--- src/inc/ohi_pkg.sv ---
// Shared constants and types of the host interface of the display module
package ohi_pkg;

   // Data path widths and buffer depth
   localparam int         OHI_BYTE_W     = 8;
   localparam int         OHI_WORD_W     = 9;
   localparam int         OHI_FIFO_DEPTH = 8;

   // Strap codes on {bus_select_a, bus_select_b}
   localparam logic [1:0] OHI_STRAP_SERIAL  = 2'h0;
   localparam logic [1:0] OHI_STRAP_SER_ALT = 2'h1;
   localparam logic [1:0] OHI_STRAP_SELEN   = 2'h2;
   localparam logic [1:0] OHI_STRAP_STROBE  = 2'h3;

   // Cycles after reset release before the synchronised straps are trusted
   localparam logic [1:0] OHI_STRAP_SETTLE  = 2'h2;
   localparam logic [1:0] OHI_WARM_MAX      = 2'h3;

   // Serial framing and reset values
   localparam logic [2:0] OHI_SER_LAST_BIT  = 3'h7;
   localparam logic [2:0] OHI_SER_FIRST_BIT = 3'h0;
   localparam logic [7:0] OHI_RESET_BYTE    = 8'h00;

   // Interface modes
   typedef enum logic [1:0] {
      OHI_MODE_SERIAL = 2'b00,
      OHI_MODE_SELEN  = 2'b01,
      OHI_MODE_STROBE = 2'b10
   } ohi_mode_t;

endpackage : ohi_pkg

--- src/rtl/ohi_fifo.sv ---
// Byte buffer between the host port and the controller
`timescale 1ns/10ps
module ohi_fifo #(
   parameter int WIDTH = 9,
   parameter int DEPTH = 8
) (
   // Clock and reset
   input  wire logic             clk,
   input  wire logic             rst_b,
   // Filling side
   input  wire logic             in_valid,
   input  wire logic [WIDTH-1:0] in_data,
   output logic                  in_ready,
   // Draining side
   output logic                  out_valid,
   output logic [WIDTH-1:0]      out_data,
   input  wire logic             out_ready
);
   localparam int          AW       = (DEPTH > 1) ? $clog2(DEPTH) : 1;
   localparam logic [AW:0] FULL_CNT = (AW+1)'(DEPTH);
   localparam logic [AW-1:0] LAST_PTR = AW'(DEPTH - 1);

   typedef struct packed {
      logic [AW-1:0] wr_ptr;
      logic [AW-1:0] rd_ptr;
      logic [AW:0]   count;
   } ohi_fifo_state_t;

   ohi_fifo_state_t   s;
   ohi_fifo_state_t   next_s;
   logic [WIDTH-1:0]  mem [DEPTH];
   logic              do_push;
   logic              do_pop;

   // Pointer advance with wrap at the depth
   function automatic logic [AW-1:0] ohi_next_ptr(input logic [AW-1:0] p);
      ohi_next_ptr = (p == LAST_PTR) ? '0 : AW'(p + 1'b1);
   endfunction : ohi_next_ptr

   // Flags and handshakes
   assign in_ready  = (s.count != FULL_CNT);
   assign out_valid = (s.count != '0);
   assign out_data  = mem[s.rd_ptr];
   assign do_push   = in_valid && in_ready;
   assign do_pop    = out_valid && out_ready;

   // Next state of pointers and fill count
   always_comb begin
      next_s = s;
      if (do_push) begin
         next_s.wr_ptr = ohi_next_ptr(s.wr_ptr);
      end
      if (do_pop) begin
         next_s.rd_ptr = ohi_next_ptr(s.rd_ptr);
      end
      if (do_push && !do_pop) begin
         next_s.count = s.count + 1'b1;
      end else if (do_pop && !do_push) begin
         next_s.count = s.count - 1'b1;
      end
   end

   // State register
   always_ff @(posedge clk or negedge rst_b) begin
      if (!rst_b) begin
         s <= '0;
      end else begin
         s <= next_s;
      end
   end

   // Storage array
   always_ff @(posedge clk) begin
      if (do_push) begin
         mem[s.wr_ptr] <= in_data;
      end
   end

endmodule : ohi_fifo

--- src/rtl/ohi_port.sv ---
// Host bus port of the display module: two parallel modes and a serial mode
`timescale 1ns/10ps
//////////////////////////////////////////////////////////////////////////////
// Overview of operation
// - Data-command select high during an access marks the byte as display data.
// - Data-command select low during an access marks the byte as a command.
// - In select-enable mode the write pin high means read, low means write.
// - In select-enable mode a transfer runs while enable is high and select low.
// - In strobe mode a write strobe low with chip select low writes a byte.
// - In strobe mode a read strobe low with chip select low drives the data.
// - Parallel modes use an eight-bit two-way data bus.
// - Serial mode: data line one is serial data, data line zero the clock.
// - Nothing is taken or driven while chip select is high.
// - The mode comes from two straps and stays fixed until reset.
// - Reset low initialises all controller state.
module ohi_port
   import ohi_pkg::*;
#(
   parameter int FIFO_DEPTH = OHI_FIFO_DEPTH
) (
   // Clock and reset
   input  wire logic                  clk,
   input  wire logic                  rst_b,
   // Mode straps
   input  wire logic                  bus_select_a,
   input  wire logic                  bus_select_b,
   // Host bus pins
   input  wire logic                  cs_b,
   input  wire logic                  data_command_select,
   input  wire logic                  strobe_wr,
   input  wire logic                  strobe_rd,
   input  wire logic [OHI_BYTE_W-1:0] host_data_lines_in,
   output logic [OHI_BYTE_W-1:0]      host_data_lines_out,
   output logic                       host_data_lines_oe,
   // Controller side
   output logic                       byte_valid,
   output logic [OHI_BYTE_W-1:0]      byte_data,
   output logic                       byte_is_data,
   input  wire logic                  byte_ready,
   input  wire logic [OHI_BYTE_W-1:0] read_byte,
   output logic                       read_start,
   output logic                       host_busy,
   output logic                       overrun
);

   typedef struct packed {
      logic                  cs1, cs2, dc1, dc2, wr1, wr2, rd1, rd2;
      logic [OHI_BYTE_W-1:0] d1, d2;
      logic                  bsa1, bsa2, bsb1, bsb2;
      logic [1:0]            warm;
      logic                  strap_done;
      ohi_mode_t             mode;
      logic                  p_cs, p_wr, p_rd, p_sclk;
      logic [OHI_BYTE_W-1:0] shreg;
      logic [2:0]            bitcnt;
      logic                  push;
      logic [OHI_WORD_W-1:0] push_word;
      logic                  oe;
      logic [OHI_BYTE_W-1:0] dout;
      logic                  read_start;
      logic                  busy;
      logic                  overrun;
   } ohi_port_state_t;

   ohi_port_state_t       s;
   ohi_port_state_t       next_s;
   logic                  fifo_in_ready;
   logic [OHI_WORD_W-1:0] fifo_out_data;
   logic                  fifo_out_valid;
   logic                  sclk;
   logic                  serial_data_in;
   logic                  sel;

   // Strap code to interface mode
   function automatic ohi_mode_t ohi_strap_mode(input logic [1:0] code);
      case (code)
         OHI_STRAP_SELEN:   ohi_strap_mode = OHI_MODE_SELEN;
         OHI_STRAP_STROBE:  ohi_strap_mode = OHI_MODE_STROBE;
         OHI_STRAP_SERIAL:  ohi_strap_mode = OHI_MODE_SERIAL;
         default:           ohi_strap_mode = OHI_MODE_SERIAL;
      endcase
   endfunction : ohi_strap_mode

   // Serial pins share the data lines; chip select active low
   assign sclk = s.d2[0];
   assign serial_data_in = s.d2[1];
   assign sel  = !s.cs2;

   //////////////////////////////////////////////////////////////////////////
   // Next state
   always_comb begin
      next_s = s;
      // Two-flop synchronisers on every pin
      next_s.cs1  = cs_b;
      next_s.cs2  = s.cs1;
      next_s.dc1  = data_command_select;
      next_s.dc2  = s.dc1;
      next_s.wr1  = strobe_wr;
      next_s.wr2  = s.wr1;
      next_s.rd1  = strobe_rd;
      next_s.rd2  = s.rd1;
      next_s.d1   = host_data_lines_in;
      next_s.d2   = s.d1;
      next_s.bsa1 = bus_select_a;
      next_s.bsa2 = s.bsa1;
      next_s.bsb1 = bus_select_b;
      next_s.bsb2 = s.bsb1;
      // Previous levels for edge detection
      next_s.p_cs   = s.cs2;
      next_s.p_wr   = s.wr2;
      next_s.p_rd   = s.rd2;
      next_s.p_sclk = sclk;
      next_s.push       = 1'b0;
      next_s.read_start = 1'b0;
      next_s.oe         = 1'b0;
      next_s.busy       = !fifo_in_ready;
      // Lost byte when the buffer refused it
      if (s.push && !fifo_in_ready) begin
         next_s.overrun = 1'b1;
      end
      // Strap capture once, after the synchronisers settle
      if (s.warm != OHI_WARM_MAX) begin
         next_s.warm = s.warm + 2'h1;
      end
      if (!s.strap_done && s.warm == OHI_STRAP_SETTLE) begin
         next_s.mode       = ohi_strap_mode({s.bsa2, s.bsb2});
         next_s.strap_done = 1'b1;
      end
      if (s.strap_done) begin
         case (s.mode)
            OHI_MODE_SELEN: begin
               // Read while enable high, direction pin high
               if (s.rd2 && sel && s.wr2) begin
                  next_s.oe = 1'b1;
                  if (!s.p_rd) begin
                     next_s.dout       = read_byte;
                     next_s.read_start = 1'b1;
                  end
               end
               // Write taken as enable closes, direction pin low
               if (s.p_rd && !s.rd2 && !s.p_cs && !s.wr2) begin
                  next_s.push      = 1'b1;
                  next_s.push_word = {s.dc2, s.d2};
               end
            end
            OHI_MODE_STROBE: begin
               // Read while read strobe low
               if (!s.rd2 && sel) begin
                  next_s.oe = 1'b1;
                  if (s.p_rd) begin
                     next_s.dout       = read_byte;
                     next_s.read_start = 1'b1;
                  end
               end
               // Write taken as write strobe rises
               if (!s.p_wr && s.wr2 && !s.p_cs) begin
                  next_s.push      = 1'b1;
                  next_s.push_word = {s.dc2, s.d2};
               end
            end
            OHI_MODE_SERIAL: begin
               // Chip select high aborts a partial byte
               if (!sel) begin
                  next_s.bitcnt = OHI_SER_FIRST_BIT;
               end else if (sclk && !s.p_sclk) begin
                  next_s.shreg  = {s.shreg[OHI_BYTE_W-2:0], serial_data_in};
                  next_s.bitcnt = s.bitcnt + 3'h1;
                  if (s.bitcnt == OHI_SER_LAST_BIT) begin
                     next_s.push      = 1'b1;
                     next_s.push_word = {s.dc2, s.shreg[OHI_BYTE_W-2:0], serial_data_in};
                  end
               end
            end
            default: begin
               next_s.oe = 1'b0;
            end
         endcase
      end
   end

   //////////////////////////////////////////////////////////////////////////
   // State register
   always_ff @(posedge clk or negedge rst_b) begin
      if (!rst_b) begin
         s      <= '0;
         s.cs1  <= 1'b1;
         s.cs2  <= 1'b1;
         s.p_cs <= 1'b1;
         s.mode <= OHI_MODE_SERIAL;
         s.dout <= OHI_RESET_BYTE;
      end else begin
         s <= next_s;
      end
   end

   // Received bytes wait here for the controller
   ohi_fifo #(
      .WIDTH (OHI_WORD_W),
      .DEPTH (FIFO_DEPTH)
   ) u_fifo (
      .clk       (clk),
      .rst_b     (rst_b),
      .in_valid  (s.push),
      .in_data   (s.push_word),
      .in_ready  (fifo_in_ready),
      .out_valid (fifo_out_valid),
      .out_data  (fifo_out_data),
      .out_ready (byte_ready)
   );

   // Outputs
   assign host_data_lines_out = s.dout;
   assign host_data_lines_oe  = s.oe;
   assign byte_valid          = fifo_out_valid;
   assign byte_data           = fifo_out_data[OHI_BYTE_W-1:0];
   assign byte_is_data        = fifo_out_data[OHI_BYTE_W];
   assign read_start          = s.read_start;
   assign host_busy           = s.busy;
   assign overrun             = s.overrun;
endmodule : ohi_port

--- config.mk ---
export PLATFORM = sky130hd
export DESIGN_NAME = ohi_port
export DESIGN_NICKNAME = d
export VERILOG_FILES = /design/src/inc/ohi_pkg.sv /design/src/rtl/ohi_fifo.sv /design/src/rtl/ohi_port.sv
export SDC_FILE = /design/constraint.sdc
export NUM_CORES = 1
export LEC_CHECK = 0
export ABC_CLOCK_PERIOD_IN_PS = 2910
export BUFFER_PORTS_ARGS = -buffer_cell sky130_fd_sc_hd__buf_2
export CORE_UTILIZATION = 59
export CTS_CLUSTER_SIZE = 24
export DETAILED_ROUTE_END_ITERATION = 12
export GPL_ROUTABILITY_DRIVEN = 1
export PLACE_DENSITY_LB_ADDON = 0.12
export SETUP_SLACK_MARGIN = 0.1
export SLEW_MARGIN = 30
export SYNTH_ARGS = -nofsm -noshare
export SYNTH_HDL_FRONTEND = slang
export SYNTH_SLANG_ARGS = --single-unit
--- constraint.sdc ---
create_clock -name clk -period 2.91 [get_ports clk]
set_clock_uncertainty 0.2 [all_clocks]
set_input_delay 0 -clock clk [delete_from_list [all_inputs] [get_ports clk]]
set_output_delay 0 -clock clk [all_outputs]
set_load 0.05 [all_outputs]
* Yosys cells after proc, flatten, opt, wreduce, memory -nomap -nowiden
Memory sizes are Yosys's and may differ from the RTL's. Cells that the tools add are included.
Storage, ports and cells: bits in registers 80, bits in latches 0, RAM bits 72, memory bits (read-only) 0, output and inout port bits 22, word-level logic and storage cells 116, memories kept 1
Cells by class: add/sub/neg operators 6, multipliers 0, div/mod/pow operators 0, $lt $le $gt $ge 0, equality and inequality tests 19, shift-type cells 0, multiplexer cells 21, bitwise logic cells 1, reduce and logical (&&, ||, !) cells 35
Memories:
- u_fifo.mem | words 8, bits a word 9, read ports 1, clocked after Yosys merged registers in 0, wr ports 1, RTL line ohi_fifo.sv:31 | logic [WIDTH-1:0] mem [DEPTH];
Operator list (number):
- $mux 10 | 6
- $pmux 10 s3 | 1
- $mux 21 | 1
- $mux 20 | 1
- $ne 2x2->1 const B | 10
- $mux 9 | 2
- $pmux 9 s2 | 1
- $logic_and 1x1->1 | 15
- $logic_not 1->1 | 10
- $add 3x1->3 const B | 3
- $eq 3x3->1 const B | 3
- $mux 3 | 3
- $eq 2x2->1 const B | 4
- $mux 4 | 2
- $reduce_and 7->1 | 1
- $reduce_and 6->1 | 1
- $reduce_bool 2->1 | 3
- $add 4x1->4 const B | 1
- $ne 4x4->1 const B | 1
- $pmux 2 s2 | 1
- $reduce_and 4->1 | 1
- $reduce_bool 4->1 | 1
- $sub 4x1->4 const B | 1
- $reduce_and 3->1 | 1
- 7 further kinds | 8

* Logic depth before layout (Yosys ltp)
depth in word-level cells 7, gate-level depth with buffers 11

* Hierarchy
A second synthesis with hierarchy kept.
Unflattened totals: cells, all modules 348, area total of the unflattened synthesis 6010.8 um2
By module, submodules not included:
- ohi_fifo | times used 1, cells an instance 170, area each 3380.7 um2, sequential area each 2412.3 um2
- ohi_port | times used 1, cells an instance 178, area each 2630.0 um2, sequential area each 1730.4 um2

* Worst setup path before layout
No wires, ideal clock.
path type register -> register, start register u_fifo.s[1] (netlist bit), end register u_fifo.s[3] (netlist bit), arrival time 2692 ps, data required time 2574 ps, slack -118 ps, cell stages (with the launch flop) 9, period minus slack after synthesis 3028 ps, path through dfrtp_1 -> or4_1 -> nand2_2 -> ha_1 -> inv_1 -> ha_1 -> a21o_1 -> a2111oi_0 -> o31ai_1
Between the ends: word-level cells in the longest chain between the ends 5, elaborated cells between the ends (all ways) 13, those cells by class 2 x add/sub; 1 x eq/ne; 2 x mux; 8 x reduce/logical
Ends and longest elaborated chain:
- start: declaration | RTL line ohi_fifo.sv:29 | ohi_fifo_state_t s;
- start signal: assignment | RTL line ohi_fifo.sv:68 | s <= next_s;
- $reduce_bool 4->1 (*) | RTL line ohi_fifo.sv:42 | assign out_valid = (s.count != '0);
- net byte_valid | RTL line ohi_port.sv:36 | output logic byte_valid,
- $logic_and 1x1->1 (*) | RTL line ohi_fifo.sv:45 | assign do_pop = out_valid && out_ready;
- $logic_not 1->1 | RTL line ohi_fifo.sv:56 | if (do_push && !do_pop) begin
- $logic_and 1x1->1 | RTL line ohi_fifo.sv:56
- $mux 4 / $reduce_bool 2->1 (equally long branches)
The timed path passes the listed nets; every way through them passes the cells marked *. The select of a mux whose other input is x is not followed. A chain may end at the register's enable or synchronous reset.

* Final worst setup path
start register u_fifo.s[3] (netlist bit), end register u_fifo.s[3] (netlist bit)
Between the ends: word-level cells in the longest chain between the ends 5, elaborated cells between the ends (all ways) 13, those cells by class 2 x add/sub; 1 x eq/ne; 2 x mux; 8 x reduce/logical
Ends and longest elaborated chain:
- parallel branches: the longest is 5 deep, another holds $sub 4x1->4
Several ways; the timed one is not identified. The select of a mux whose other input is x is not followed.

==> metrics.cfg <==
[clocking]
clockBufferDepth = 2
cts.sinks = 151
root_buffer = clkbuf_8
clk_latency_ns = 0.51
cts_tree = done
cts_buffers = 17
clk_pin_slew_ns = 0.06
htreeDepth = 4

[synth]
synth_nets = 394
post-synth-top-count-cell = dfrtp_1
synth_compound_area_share_pct = 5.66
synth_edf_count = 72
ys_seq_elements = 151
synth.area.top_cells = edfxtp_1 (36%), dfrtp_1 (32%), mux4_2 (6.8%)
yosysSeqAreaShare_pct = 69.2
async_reset_ff_share_pct = 52.3
synthCells = 352
yosys.area.top_type_share_pct = 36.1
synth-simple-area-share_pct = 6.41
syn_area_sq_mm = 0.00599
syn_area_per_cell_sq_um = 17.0
synth_mux_area_share_pct = 12.4
yosys.area.top_type = edfxtp_1
synth-xor-area-share_pct = 0.439
synth_adder_area_share_pct = 3.68
yosys.cell_types.count = 50
synth_ff_type = dfrtp_1
ys_warn_count = 0
synth_top_family_by_area = multiplexers
synthTopCellsByCount = dfrtp_1 (76), edfxtp_1 (72), nand2_1 (21)

[place]
post-place-ws_ns = 0.0534
gp_congestion = 0.766
numPortBuffers = 46
post-dp-hpwl_um = 6190

[floorplan]
dieArea_sq_mm = 0.0106
pin_count = 47
coreArea_sq_mm = 0.00982
die_w_um = 103
start_util_pct = 61.0
dieHeight_um = 103
rows = 36

[cells_and_area]
area_growth_pct = 23.1
drive_gt1_share_pct = 30.8
postLayoutCoreUtil_pct = 75.1
final_nets = 494
diodes = 0

[worst_hold_path]
min_from = read_byte[5]
hold_path_class = input pin to register

[pwr]
power.internal_mw = 4.22
p_leak_nw = 3.08
clkPwrFrac_pct = 32.8
seqPwrFrac_pct = 42.6
switching_share_pct = 32.1
powerDensity_mw_per_mm2 = 843
combPwrFrac_pct = 24.7
ir_drop_mv = 0.595
p_sw_mw = 1.99

[critical_path]
critPathRequiredTime_ns = 3.10
end_kind = register
critPathArrivalTime_ns = 2.86
critPathLaunch = u_fifo.s[3]
crit_path_start_kind = register
path_class = register to register
r2r-start = u_fifo.s[3]
worstPathMaxFanout = 5

[sta]
fmax_mhz = 374
grt_setup_unrepaired = false
tightest_slew_ns = 0.890
slew_viol_final = 0
finalSetupViolCount = 0
tns_ns = 0
finalCriticalPeriod_ns = 2.67
worst_slack_ns = 0.238
fin_crit_sh_pct = 91.8
relSlewSlack_pct = 40.7
finalHoldViolCount = 0

[status]
status = complete, no violations

[grt]
grt.total_usage_pct = 22.2
grt_max_degree = 76
grt_pass1_wl_um = 16800
overflow = 0
antenna_found_initial = 0
grt_pass1_vias = 3356

[drt]
wl_um = 10600
drt_iter0_markers = 94
drtAntennaViolNets = 0
route.detailed.drc = 0
dr.pass1.iters = 4
viasPerCell = 5.44
num_vias = 3255
wl_per_cell_um = 17.7

[job]
drv_cap = 0

-- repair_timing --
action | CTS | global route
resized for setup | 3 | 6
hold endpoints to repair | 106 | 0
gates cloned | 0 | 0
hold buffers | 40 | 0
setup buffers | 0 | 2
endpoints found under the setup margin | 1 | 1
pin swaps | 0 | 1
-- metrics by stage --
stage	area [sq um]	power, mW	hold WS (ns)	std cells
after floorplan	6000	3.80	-0.496	352
after global placement	6360	4.06	-0.0952	524
after detailed placement	6360	4.11	-0.0930	524
after CTS	7330	6.20	0.0164	596
after global routing	7370	6.48	0.0395	598
final	7370	6.21	0.0411	598
-- flip-flops by register name, summed over array words and instances, names as in the netlist --
| signal | cells |
|---|---|
| read_start | 1 |
| u_fifo.mem | 72 |
| host_data_lines_out | 8 |
| host_data_lines_oe | 1 |
| overrun | 1 |
| s | 39 |
| host_busy | 1 |
| next_s | 18 |
| u_fifo.s | 10 |
-- layout make-up --
type	count	area, sq um
sequential	151	4150
clock buffer	18	418
fill	623	2450
timing repair buffer	98	727
inverter	7	26.3
clock inverter	14	139
multi-input combinational	177	1750
tap	133	166
-- final timing paths --
| check | end | cells past startpoint | slack, ns |
|---|---|---|---|
| max in group asynchronous | next_s[44] | 4 | 1.06 |
| min reg2reg | s[50] | 0 | 0.15 |
| max | u_fifo.s[3] | 9 | 0.24 |
| min in group asynchronous | s[38] | 3 | 0.40 |
| min | host_data_lines_out[5] | 3 | 0.04 |
| max reg2reg | u_fifo.s[3] | 9 | 0.24 |
-- critical path: stages, from the launching register on --
cell and delay (ns):
dfrtp_2 0.44, or4_4 0.57, nand2_4 0.13, ha_4 0.17, inv_2 0.07, ha_1 0.28, a21o_1 0.22, a21oi_2 0.17
mux2i_1 0.22, o31ai_1 0.09
-- cells in the final DEF (no fill, tap or decap), types with 4 or more instances in the layout --
cell type / Yosys / layout
dfrtp_1: 76 / 74
nor2_1: 7 / 7
inv_6: 0 / 7
o21ai_0: 10 / 10
nand2b_1: 10 / 10
a22o_1: 16 / 16
buf_2: 5 / 45
a21o_1: 4 / 4
mux4_2: 18 / 18
mux2_1: 13 / 13
buf_4: 8 / 12
clkbuf_16: 0 / 16
nor3_1: 10 / 10
dlygate4sd3_1: 0 / 40
edfxtp_1: 72 / 72
ha_1: 16 / 15
inv_1: 6 / 5
nand2_1: 21 / 21
mux2_2: 15 / 15
-- power by group through the flow --
| stage | clock network, mW | registers [mW] | logic [mW] |
|---|---|---|---|
| global placement | 0 | 2.66 | 1.40 |
| floorplan | 0 | 2.59 | 1.22 |
| CTS | 2.07 | 2.63 | 1.50 |
| global route | 2.16 | 2.67 | 1.65 |
| detailed placement | 0 | 2.67 | 1.44 |
| finish | 2.04 | 2.64 | 1.53 |
-- metal layers --
layer  vias to the layer above  routed length, um  GRT usage [%]
li1                       1523                  -              -
met1                      1647               4520           27.3
met2                        70               5600           38.4
met3                        15                333           5.56
met4                         0                149           8.02
met5                         -                  0              0
-- kinds of logic after synthesis --
kind of cell	count (synthesis)
compound gates	44
xor+xnor	3
buf+inv	24
flops	151
fa+ha+maj	17
mux	48
simple gates	65
No activity file was read; power rests on OpenSTA's default activity.
